## config.mk

```make
export PLATFORM = sky130hd
export DESIGN_NAME = kwu_halt_release
export DESIGN_NICKNAME = d
export VERILOG_FILES = /design/src/kwu_pkg.sv /design/src/kwu_halt_release.sv
export VERILOG_INCLUDE_DIRS = /design/src
export SDC_FILE = /design/constraint.sdc
export NUM_CORES = 1
export LEC_CHECK = 0
export ABC_AREA = 1
export ABC_CLOCK_PERIOD_IN_PS = 2800
export BUFFER_PORTS_ARGS = -buffer_cell sky130_fd_sc_hd__buf_2
export CAP_MARGIN = 5
export CORE_MARGIN = 4
export CORE_UTILIZATION = 40
export CTS_CLUSTER_SIZE = 12
export DETAILED_ROUTE_END_ITERATION = 6
export GPL_ROUTABILITY_DRIVEN = 0
export PLACE_DENSITY = 0.68
export SETUP_SLACK_MARGIN = 0.1
export SLEW_MARGIN = 30
export SYNTH_ARGS = -nofsm -noshare
export SYNTH_HDL_FRONTEND = slang
export SYNTH_SLANG_ARGS = --single-unit
```

## constraint.sdc

```tcl
create_clock -name clk_sys_i -period 2.8 [get_ports clk_sys_i]
set_input_delay 0.14 -clock clk_sys_i [delete_from_list [all_inputs] [get_ports clk_sys_i]]
set_output_delay 0.14 -clock clk_sys_i [all_outputs]
set_load 0.05 [all_outputs]
```

## src/kwu_cfg.svh

```systemverilog
`ifndef KWU_CFG_SVH
`define KWU_CFG_SVH

// Register byte addresses
`define KWU_ADDR_ENABLE     12'hF9F
`define KWU_ADDR_CTRL       12'hFA0
`define KWU_ADDR_STATUS     12'hFA1

// Enable register layout: pin enables sit in the upper nibble
`define KWU_EN_LSB          3'h4
`define KWU_EN_RESET        4'h0

// Control register fields
`define KWU_CTRL_LEVEL_BIT  3'h0
`define KWU_CTRL_HALT_BIT   3'h1
`define KWU_CTRL_LEVEL_RST  1'h0

// Status register fields
`define KWU_STAT_PIN_LSB    3'h0
`define KWU_STAT_HALT_BIT   3'h4
`define KWU_STAT_WAKE_BIT   3'h5
`define KWU_STAT_LEVEL_BIT  3'h6
`define KWU_STAT_RPIN_BIT   3'h7

// Bus idle values
`define KWU_RDATA_IDLE      8'h00
`define KWU_WO_READ         8'h00

`endif

```

## src/kwu_pkg.sv

```systemverilog
package kwu_pkg;

    // Halt controller states, one-hot
    typedef enum logic [1:0] {
        KWU_RUN  = 2'b01,
        KWU_HALT = 2'b10
    } kwu_state_type;

endpackage : kwu_pkg

```

## src/kwu_halt_release.sv

```systemverilog
// Notes on behaviour
// - Halt is released by the halt-release pin and by four key-wakeup pins.
// - Each key-wakeup pin has its own enable bit as a release source.
// - Enables for key pins 3..0 are bits 7..4; 0 disables, 1 enables.
// - Enable register is write-only; upper bits clear at reset, lower undefined.
// - While halted in level mode, a low level on an enabled key pin releases halt.
// - Level mode: pin high or enabled key low; edge mode: pin rising only.
// - Halt entry with a wake condition present starts warm-up, no halt.
// - The halt-release pin has no enable; it releases halt when high in level mode, on a rising edge in edge mode.
// - Each key pin's present level is readable; threshold may differ.
`include "kwu_cfg.svh"

module kwu_halt_release #(
    parameter int KEY_PINS = 4
) (
    input  wire logic                clk_sys_i,
    input  wire logic                resetn_i,
    input  wire logic [11:0]         addr_i,
    input  wire logic [7:0]          wdata_i,
    input  wire logic                wr_i,
    input  wire logic                rd_i,
    output logic      [7:0]          rdata_o,
    input  wire logic                halt_pin_i,
    input  wire logic [KEY_PINS-1:0] key_wake_pin_i,
    output logic                     halt_o,
    output logic                     warmup_start_o,
    output logic                     wake_req_o
);

    // Address match used by both write and read decode
    function automatic logic hit(input logic [11:0] a, input logic [11:0] ref_a);
        hit = (a == ref_a);
    endfunction : hit

    // Halt controller state
    kwu_pkg::kwu_state_type state_r;
    kwu_pkg::kwu_state_type state_nxt;
    // Software-written enables and release mode
    logic [KEY_PINS-1:0]    key_en_r;
    logic [KEY_PINS-1:0]    key_en_nxt;
    logic                   level_mode_r;
    logic                   level_mode_nxt;
    // Registered pin history and output flops
    logic                   pin_prev_r;
    logic                   halt_r;
    logic                   halt_nxt;
    logic                   warm_r;
    logic                   warm_nxt;
    logic                   wake_r;
    logic [7:0]             rdata_r;
    logic [7:0]             rdata_nxt;
    // Combinational wake terms; the edge term also needs the clocked pin_prev_r sample
    logic [KEY_PINS-1:0]    key_low_en;
    logic                   key_wake;
    logic                   level_wake;
    logic                   edge_wake;
    logic                   wake_req;
    logic                   halt_cmd;
    logic                   entry_wake;

    // Per-pin gating; a disabled pin never contributes
    // Gating ahead of the OR keeps a floating disabled pin from waking
    genvar g;
    generate
        for (g = 0; g < KEY_PINS; g++) begin : g_key
            assign key_low_en[g] = key_en_r[g] & ~key_wake_pin_i[g];
        end
    endgenerate

    // Wake request; the level path is combinational, the edge path uses the clocked pin_prev_r sample
    assign key_wake   = |key_low_en;
    assign level_wake = halt_pin_i | key_wake;
    // Edge mode ignores key pins; the previous pin sample stands in for
    // the edge detector, a clocked model of the stopped-clock latch
    assign edge_wake  = halt_pin_i & ~pin_prev_r;
    assign wake_req   = level_mode_r ? level_wake : edge_wake;
    // Entry check looks at the pin level, not its edge, so a pin that is
    // already high turns a halt into a warm-up in either mode; keys are
    // release sources only in level mode
    assign entry_wake = halt_pin_i | (level_mode_r & key_wake);
    assign halt_cmd   = wr_i & hit(addr_i, `KWU_ADDR_CTRL) & wdata_i[`KWU_CTRL_HALT_BIT];

    // Register writes; only the upper nibble of the enable register is kept
    // The lower nibble has no storage at all, which saves four flops
    always_comb begin
        key_en_nxt     = key_en_r;
        level_mode_nxt = level_mode_r;
        if (wr_i && hit(addr_i, `KWU_ADDR_ENABLE)) begin
            key_en_nxt = wdata_i[`KWU_EN_LSB +: KEY_PINS];
        end else if (wr_i && hit(addr_i, `KWU_ADDR_CTRL)) begin
            level_mode_nxt = wdata_i[`KWU_CTRL_LEVEL_BIT];
        end
    end

    always_ff @(posedge clk_sys_i) begin
        if (!resetn_i) begin
            key_en_r     <= KEY_PINS'(`KWU_EN_RESET);
            level_mode_r <= `KWU_CTRL_LEVEL_RST;
        end else begin
            key_en_r     <= key_en_nxt;
            level_mode_r <= level_mode_nxt;
        end
    end

    // Halt controller; a halt command while halted is simply ignored
    // Limitation: the clock is modelled as running while halted, so the
    // edge-mode detector can only see an edge after one low sample
    always_comb begin
        state_nxt = state_r;
        halt_nxt  = halt_r;
        warm_nxt  = 1'b0;
        case (state_r)
            kwu_pkg::KWU_RUN: begin
                if (halt_cmd && entry_wake) begin
                    warm_nxt = 1'b1;
                end else if (halt_cmd) begin
                    state_nxt = kwu_pkg::KWU_HALT;
                    halt_nxt  = 1'b1;
                end
            end
            kwu_pkg::KWU_HALT: begin
                if (wake_req) begin
                    state_nxt = kwu_pkg::KWU_RUN;
                    halt_nxt  = 1'b0;
                    warm_nxt  = 1'b1;
                end
            end
            default: begin
                state_nxt = kwu_pkg::KWU_RUN;
                halt_nxt  = 1'b0;
            end
        endcase
    end

    always_ff @(posedge clk_sys_i) begin
        if (!resetn_i) begin
            state_r    <= kwu_pkg::KWU_RUN;
            halt_r     <= 1'b0;
            warm_r     <= 1'b0;
            wake_r     <= 1'b0;
            pin_prev_r <= 1'b0;
        end else begin
            state_r    <= state_nxt;
            halt_r     <= halt_nxt;
            warm_r     <= warm_nxt;
            wake_r     <= wake_req;
            pin_prev_r <= halt_pin_i;
        end
    end

    // Read path; the enable register is write-only and reads as zero
    // Unmapped addresses fall through to the idle value
    always_comb begin
        rdata_nxt = `KWU_RDATA_IDLE;
        if (rd_i && hit(addr_i, `KWU_ADDR_ENABLE)) begin
            rdata_nxt = `KWU_WO_READ;
        end else if (rd_i && hit(addr_i, `KWU_ADDR_CTRL)) begin
            rdata_nxt[`KWU_CTRL_LEVEL_BIT] = level_mode_r;
        end else if (rd_i && hit(addr_i, `KWU_ADDR_STATUS)) begin
            // Digital pin view; the wake threshold may disagree near mid-rail
            rdata_nxt[`KWU_STAT_PIN_LSB +: KEY_PINS] = key_wake_pin_i;
            rdata_nxt[`KWU_STAT_HALT_BIT]  = halt_r;
            rdata_nxt[`KWU_STAT_WAKE_BIT]  = wake_req;
            rdata_nxt[`KWU_STAT_LEVEL_BIT] = level_mode_r;
            rdata_nxt[`KWU_STAT_RPIN_BIT]  = halt_pin_i;
        end
    end

    always_ff @(posedge clk_sys_i) begin
        if (!resetn_i) begin
            rdata_r <= `KWU_RDATA_IDLE;
        end else begin
            rdata_r <= rdata_nxt;
        end
    end

    // Outputs straight from flops
    // so downstream timing never sees the combinational wake path
    assign rdata_o        = rdata_r;
    assign halt_o         = halt_r;
    assign warmup_start_o = warm_r;
    assign wake_req_o     = wake_r;

    // Most checks below look at registered outputs, so a slip in the
    // combinational wake path shows up one cycle later on the pins
    // Entering halt with no wake pending stops the clock next cycle
    halt_entry_a: assert property (@(posedge clk_sys_i) disable iff (!resetn_i)
        (state_r == kwu_pkg::KWU_RUN) && halt_cmd && !halt_pin_i && !(level_mode_r && key_wake)
        |=> halt_o && !warmup_start_o);

    // Pending wake at entry turns into warm-up, no halt
    early_release_a: assert property (@(posedge clk_sys_i) disable iff (!resetn_i)
        (state_r == kwu_pkg::KWU_RUN) && halt_cmd && (halt_pin_i || (level_mode_r && key_wake))
        |=> !halt_o && warmup_start_o);

    // Enabled low key pin releases halt in level mode
    key_release_a: assert property (@(posedge clk_sys_i) disable iff (!resetn_i)
        halt_o && level_mode_r && |(key_en_r & ~key_wake_pin_i)
        |=> !halt_o && warmup_start_o);

    // Disabled or high key pins hold halt in level mode
    key_disabled_a: assert property (@(posedge clk_sys_i) disable iff (!resetn_i)
        halt_o && level_mode_r && !halt_pin_i && ((~key_en_r | key_wake_pin_i) == '1)
        |=> halt_o);

    // Release pin high always releases in level mode
    pin_level_a: assert property (@(posedge clk_sys_i) disable iff (!resetn_i)
        halt_o && level_mode_r && halt_pin_i |=> !halt_o ##0 warmup_start_o);

    // Edge mode ignores key pins and a steady-high pin
    edge_keys_a: assert property (@(posedge clk_sys_i) disable iff (!resetn_i)
        halt_o && !level_mode_r && !(halt_pin_i && !$past(halt_pin_i))
        |=> halt_o);

    // Rising edge of the release pin ends halt in edge mode
    edge_rise_a: assert property (@(posedge clk_sys_i) disable iff (!resetn_i)
        halt_o && !level_mode_r && $rose(halt_pin_i) |=> !halt_o);

    // Enable write steers key gating from the upper nibble
    enable_write_a: assert property (@(posedge clk_sys_i) disable iff (!resetn_i)
        wr_i && hit(addr_i, `KWU_ADDR_ENABLE)
        |=> key_en_r == $past(wdata_i[`KWU_EN_LSB +: KEY_PINS]));

    // Write-only register reads back zero
    enable_read_a: assert property (@(posedge clk_sys_i) disable iff (!resetn_i)
        rd_i && hit(addr_i, `KWU_ADDR_ENABLE) |=> rdata_o == `KWU_WO_READ);

    // Status shows key pin levels of the read cycle
    pin_status_a: assert property (@(posedge clk_sys_i) disable iff (!resetn_i)
        rd_i && hit(addr_i, `KWU_ADDR_STATUS)
        |=> rdata_o[`KWU_STAT_PIN_LSB +: KEY_PINS] == $past(key_wake_pin_i));

    // Warm-up is never asserted while halt is asserted
    warm_run_a: assert property (@(posedge clk_sys_i) disable iff (!resetn_i)
        warmup_start_o
        |-> !halt_o);

    // Warm-up follows either a halt command or a halted cycle
    warm_cause_a: assert property (@(posedge clk_sys_i) disable iff (!resetn_i)
        warmup_start_o
        |-> $past(halt_cmd) || $past(halt_o));

    // Halt holds, with no warm-up, while nothing asks for release
    halt_hold_a: assert property (@(posedge clk_sys_i) disable iff (!resetn_i)
        halt_o && !wake_req
        |=> halt_o && !warmup_start_o);

    // Halt is only ever entered by a command
    halt_by_cmd_a: assert property (@(posedge clk_sys_i) disable iff (!resetn_i)
        !halt_o && !halt_cmd
        |=> !halt_o);

    // Level mode wake request follows pin high or an enabled low key
    wake_level_a: assert property (@(posedge clk_sys_i) disable iff (!resetn_i)
        level_mode_r && (halt_pin_i || |(key_en_r & ~key_wake_pin_i))
        |=> wake_req_o);

    // Low release pin and no enabled low key in level mode means no request
    wake_quiet_a: assert property (@(posedge clk_sys_i) disable iff (!resetn_i)
        !halt_pin_i && (!level_mode_r || (key_en_r & ~key_wake_pin_i) == '0)
        |=> !wake_req_o);

    // Edge mode gives no request for a pin that stays high
    edge_steady_a: assert property (@(posedge clk_sys_i) disable iff (!resetn_i)
        !level_mode_r && $past(resetn_i) && halt_pin_i && $past(halt_pin_i)
        |=> !wake_req_o);

    // Enables change only on a write to their register
    enable_hold_a: assert property (@(posedge clk_sys_i) disable iff (!resetn_i)
        !(wr_i && hit(addr_i, `KWU_ADDR_ENABLE))
        |=> $stable(key_en_r));

    // Mode select takes the written bit
    mode_write_a: assert property (@(posedge clk_sys_i) disable iff (!resetn_i)
        wr_i && hit(addr_i, `KWU_ADDR_CTRL)
        |=> level_mode_r == $past(wdata_i[`KWU_CTRL_LEVEL_BIT]));

    // Control read shows the mode in force at the strobe
    ctrl_read_a: assert property (@(posedge clk_sys_i) disable iff (!resetn_i)
        rd_i && hit(addr_i, `KWU_ADDR_CTRL)
        |=> rdata_o[`KWU_CTRL_LEVEL_BIT] == $past(level_mode_r));

    // Status shows the halt state of the read cycle
    status_halt_a: assert property (@(posedge clk_sys_i) disable iff (!resetn_i)
        rd_i && hit(addr_i, `KWU_ADDR_STATUS)
        |=> rdata_o[`KWU_STAT_HALT_BIT] == $past(halt_o));

    // Status shows the release pin level of the read cycle
    status_pin_a: assert property (@(posedge clk_sys_i) disable iff (!resetn_i)
        rd_i && hit(addr_i, `KWU_ADDR_STATUS)
        |=> rdata_o[`KWU_STAT_RPIN_BIT] == $past(halt_pin_i));

    // Read data stand one cycle only, idle otherwise
    rdata_idle_a: assert property (@(posedge clk_sys_i) disable iff (!resetn_i)
        !rd_i
        |=> rdata_o == `KWU_RDATA_IDLE);

    // An enabled low key at entry in level mode blocks the halt
    entry_key_a: assert property (@(posedge clk_sys_i) disable iff (!resetn_i)
        (state_r == kwu_pkg::KWU_RUN) && halt_cmd && level_mode_r && key_wake
        |=> !halt_o && warmup_start_o);

    // A steady-high release pin at entry in edge mode blocks the halt
    entry_edge_pin_a: assert property (@(posedge clk_sys_i) disable iff (!resetn_i)
        (state_r == kwu_pkg::KWU_RUN) && halt_cmd && !level_mode_r && halt_pin_i
        |=> !halt_o && warmup_start_o);

endmodule : kwu_halt_release

```

Word level (Yosys, flattened, before mapping)
Cells that the tools add are included.
{"block": "totals", "ff_bits": 19, "in_bits": 29}
{"block": "classes", "eq_ne": 8, "mux": 14, "bitwise": 18, "reduce_logical": 11}
{"op": "$eq 12x12->1 const B", "count": 3}
{"op": "$and 1x1->1", "count": 8}
{"op": "$mux 1", "count": 8}
{"op": "$not 1->1", "count": 8}
{"op": "$reduce_or 4->1", "count": 2}
{"op": "$logic_and 1x1->1", "count": 6}
{"op": "$mux 2", "count": 3}
{"op": "$ne 2x2->1 const B", "count": 3}
{"op": "$pmux 1 s2", "count": 2}
{"op": "$pmux 2 s2", "count": 1}
{"op": "$reduce_and 3->1", "count": 1}
{"op": "$eq 2x1->1 const B", "count": 1}
{"op": "$eq 2x2->1 const B", "count": 1}
{"op": "$or 1x1->1", "count": 2}
{"op": "$reduce_and 2->1", "count": 1}
{"op": "$reduce_or 2->1", "count": 1}

Logic depth before layout (Yosys ltp)
{"block": "logic_depth", "depth_word": 8, "mapped_depth": 11}

Worst setup path after synthesis
Ideal clock, no wire load.
{"block": "synth_path", "kind": "reg-to-reg", "start": "register state_r[1]", "end": "register state_r[0]", "setup_ps": 112, "arrival_ps": 1249, "slack_ps": 1439, "stages_incl_launch_ff": 7, "synth_period_minus_slack_ps": 1361, "path_cell_list": "dfxtp_1 inv_1 ha_1 nand2_1 nand3_1 nand2_1 nand2_1"}
{"block": "synth_between", "elab_chain_cells": 3, "word_cells_on_any_way": 7}
{"element": "from (decl)", "line_no": "kwu_halt_release.sv:36", "rtl": "kwu_pkg::kwu_state_type state_r;"}
{"element": "from (signal assigned)", "line_no": "kwu_halt_release.sv:137", "rtl": "state_r <= kwu_pkg::KWU_RUN;"}
{"element": "from (signal assigned)", "line_no": "kwu_halt_release.sv:143", "rtl": "state_r <= state_nxt;"}
{"element": "$eq 2x1->1 / $eq 2x2->1 (equally long branches)", "line_no": "kwu_halt_release.sv:112", "rtl": "case (state_r)"}
{"element": "$ne 2x2->1 (no line)"}
{"element": "$reduce_and 3->1 (no line)"}
Several ways; a longest one is shown, not always the timed one.
A chain may end at the register's enable or synchronous reset.

Worst setup path in the final report
{"block": "layout_path", "start": "register key_en_r[2]", "end": "register state_r[0]"}
{"block": "layout_between", "elab_chain_cells": 7, "word_cells_on_any_way": 10}
{"element": "from (decl)", "line_no": "kwu_halt_release.sv:39", "rtl": "logic [KEY_PINS-1:0] key_en_r;"}
{"element": "from (signal assigned)", "line_no": "kwu_halt_release.sv:97", "rtl": "key_en_r <= KEY_PINS'(`KWU_EN_RESET);"}
{"element": "from (signal assigned)", "line_no": "kwu_halt_release.sv:100", "rtl": "key_en_r <= key_en_nxt;"}
{"element": "$and 1x1->1 (*)", "line_no": "kwu_halt_release.sv:66", "rtl": "assign key_low_en[g] = key_en_r[g] & ~key_wake_pin_i[g];"}
{"element": "$reduce_or 4->1 (*)", "line_no": "kwu_halt_release.sv:71", "rtl": "assign key_wake = |key_low_en;"}
{"element": "$and 1x1->1", "line_no": "kwu_halt_release.sv:80", "rtl": "assign entry_wake = halt_pin_i | (level_mode_r & key_wake);"}
{"element": "$or 1x1->1", "line_no": "kwu_halt_release.sv:80"}
{"element": "$logic_and 1x1->1", "line_no": "kwu_halt_release.sv:114", "rtl": "if (halt_cmd && entry_wake) begin"}
{"element": "$ne 2x2->1 (no line)"}
{"element": "$reduce_and 3->1 (no line) (*)"}
Every way passes the cells marked *; elsewhere a longest branch is shown, timed or not.

==> impl_metrics.py <==
metrics = {
    "critical_path": {
        "worstSetupStartpointType": "register",
        "critPathTopFamily": "simple AND/OR/NAND/NOR gates",
        "path_buf_inv": 0,
        "cp_common_cell": "nand2_1",
        "end_kind": "register",
        "slowest_delay_ns": 0.33,
        "criticalPathCategory": "register to register",
        "crit_fanout": 2,
        "path_cells": "nand2_1 -> nand2_1 -> o21ai_0 -> nand2_1 -> nand2_1 -> nand3_1 -> nand2_1 -> nand2_1",
        "crit_required_ns": 2.99,
        "crit_arrival_ns": 1.34,
        "critical_path.slowest_cell": "dfxtp_1",
    },
    "timing": {
        "fin_crit_ns": 1.15,
        "fin_setup_tns_ns": 0,
        "slew_violations": 0,
        "worst_slew_pin_slew_ns": 0.236,
        "finalHoldViolCount": 0,
        "setup_viol": 0,
        "skew_ns": 0.000924,
        "fmax_mhz": 871,
        "rsz0062_at_grt": "no",
        "period_share_pct": 41.0,
        "max_slew_margin_pct": 84.1,
    },
    "floorplan": {
        "start_util_pct": 43.4,
        "die_w_um": 55.1,
        "fp.dieH_um": 55.1,
        "io-pin-count": 40,
        "core-area_um2": 2040,
        "dieArea_um2": 3030,
        "num_rows": 16,
    },
    "synth": {
        "synth_edf_count": 0,
        "async_flop_share_pct": 0,
        "syn_area_per_cell_um2": 7.03,
        "netlist_area_um2": 886,
        "synth_ff_type": "dfxtp_1",
        "synthCells": 126,
        "synth-seq-cells": 18,
        "ys_types": 20,
        "yosysWarnings": 0,
        "syn_nets": 157,
        "ys_seq_area_share_pct": 40.7,
    },
    "cts": {
        "cts_tree": "built",
        "cts_resized": 0,
        "clock_path_buffers": 2,
        "hold_buffers": 0,
        "cts_buffers": 3,
        "clkSlewWorstSetupHoldPaths_ns": 0.10,
        "post_cts_buffers": 0,
        "clock-sinks": 18,
        "worstSkewPairLatency_ns": 0.28,
        "htree_levels": 1,
        "root_buffer": "clkbuf_4",
    },
    "detailed_routing": {
        "avgViaCountPerCell": 4.45,
        "wl_um": 1820,
        "ant_nets": 0,
        "wl_per_cell_um": 9.42,
        "drt-pass1-iter-count": 3,
        "first_iter_violations": 4,
        "drcViolationCount": 0,
        "vias": 858,
    },
    "cells_and_area": {
        "syn_to_final_growth_pct": 28.2,
        "final_cell_count_no_fill": 193,
        "fillCellCount": 225,
        "multiInputGateArea_um2": 427,
        "antenna_cells": 0,
        "layout_commonest_cell": "buf_2",
        "drive_gt1_share_pct": 31.9,
        "final_cell_mix": "buf_2 (37), nand2_1 (33), inv_1 (24)",
        "seqCellArea_um2": 360,
        "nets": 198,
        "stdcell_area_um2": 1140,
    },
    "pwr": {
        "p_leak_nw": 0.635,
        "power_switching_share_pct": 29.4,
        "clock_power_share_pct": 28.5,
        "pwr-share-comb_pct": 22.0,
        "seq_power_share_pct": 49.5,
        "ir_worst_vdd_mv": 0.258,
        "p_int_w": 0.000390,
        "p_sw_w": 0.000163,
        "powerDensity_nw_per_um2": 486,
    },
    "min_path": {
        "hold_path.class": "primary input to register",
    },
    "placement": {
        "dp_hpwl_um": 1540,
        "numPortBuffers": 37,
        "place_inst": 189,
        "dpl_cell_area_um2": 1100,
    },
    "status": {
        "status": "complete, no violations",
    },
    "run": {
        "cap_violations": 0,
    },
    "global_routing": {
        "antenna_found_initial": 0,
        "globalRouteTotalUtil_pct": 13.6,
        "grt_max_degree": 11,
        "grt_pass1_wl_um": 3060,
        "grt_pass1_vias": 816,
        "overflow": 0,
    },
}
-- routing by layer --
metal,GRT usage [%],part of all wire [%]
met1,16.5,45
met2,23.8,47
met3,2.68,7.9
met4,4.86,0.61
met5,0,0
-- Yosys cell counts, types with 2 or more instances --
| cell | number | area, um2 |
|---|---|---|
| nand2_2 | 2 | 12.5 |
| inv_1 | 24 | 90.1 |
| nor2_2 | 3 | 18.8 |
| dfxtp_1 | 18 | 360 |
| nand3_2 | 3 | 30.0 |
| nor2_4 | 2 | 22.5 |
| ha_1 | 2 | 25.0 |
| nand3_1 | 4 | 20.0 |
| nand4_1 | 4 | 25.0 |
| a21oi_1 | 7 | 35.0 |
| nand2_1 | 33 | 124 |
| nor2_1 | 16 | 60.1 |
-- tightest hold or removal path, delay by kind of cell --
family,cells,cell delay (ns)
and+or+nand+nor,1,0.04
buffers and inverters,2,0.12
-- final cells by class --
class / instances / share of cell area, %
Clock buffer: 4 / 3.19
Inverter: 25 / 8.26
Sequential cell: 18 / 31.7
Tap cell: 27 / 2.97
Multi-Input combinational cell: 82 / 37.6
Timing Repair Buffer: 37 / 16.3
-- state kept, by name (all words and copies together), names as in the netlist --
name	flops
state_r	2
pin_prev_r	1
key_en_r	4
wake_req_o	1
warmup_start_o	1
rdata_o	8
level_mode_r	1
-- kinds of logic after synthesis --
family	synth area share, %
buffers and inverters	11.2
AND/OR/NAND/NOR	39.0
adder cells (fa/ha/maj)	2.82
flip-flops	40.7
AO/OA/AOI/OAI	6.36
-- power groups by stage --
stage / clock, W / sequential, W / combinational, W
after floorplan: 0 / 0.000297 / 0.0000653
after global placement: 0 / 0.000279 / 0.000120
after detailed placement: 0 / 0.000279 / 0.000122
after CTS: 0.000158 / 0.000273 / 0.000123
after global routing: 0.000168 / 0.000275 / 0.000144
final: 0.000157 / 0.000274 / 0.000121
-- through the flow --
stage          util (%)  power (W)  hold slack (ns)  setup slack [ns]
4_1_cts            55.6   0.000555           0.0486              1.64
3_5_place_dp       53.9   0.000401            0.354              1.67
6_report           55.6   0.000552           0.0438              1.65
5_1_grt            55.6   0.000586           0.0629              1.46
2_1_floorplan         -   0.000362            0.233              1.44
3_3_place_gp       53.9   0.000399            0.335              1.68
-- worst paths after layout --
| check | startpoint | endpoint | slack [ns] | cells after the start |
|---|---|---|---|---|
| max | key_en_r[2] | state_r[0] | 1.65 | 8 |
| min | halt_pin_i | pin_prev_r | 0.04 | 3 |
| max reg2reg | key_en_r[2] | state_r[0] | 1.65 | 8 |
| min reg2reg | key_en_r[3] | key_en_r[3] | 0.47 | 2 |
Power figures use the tool's default switching activity.
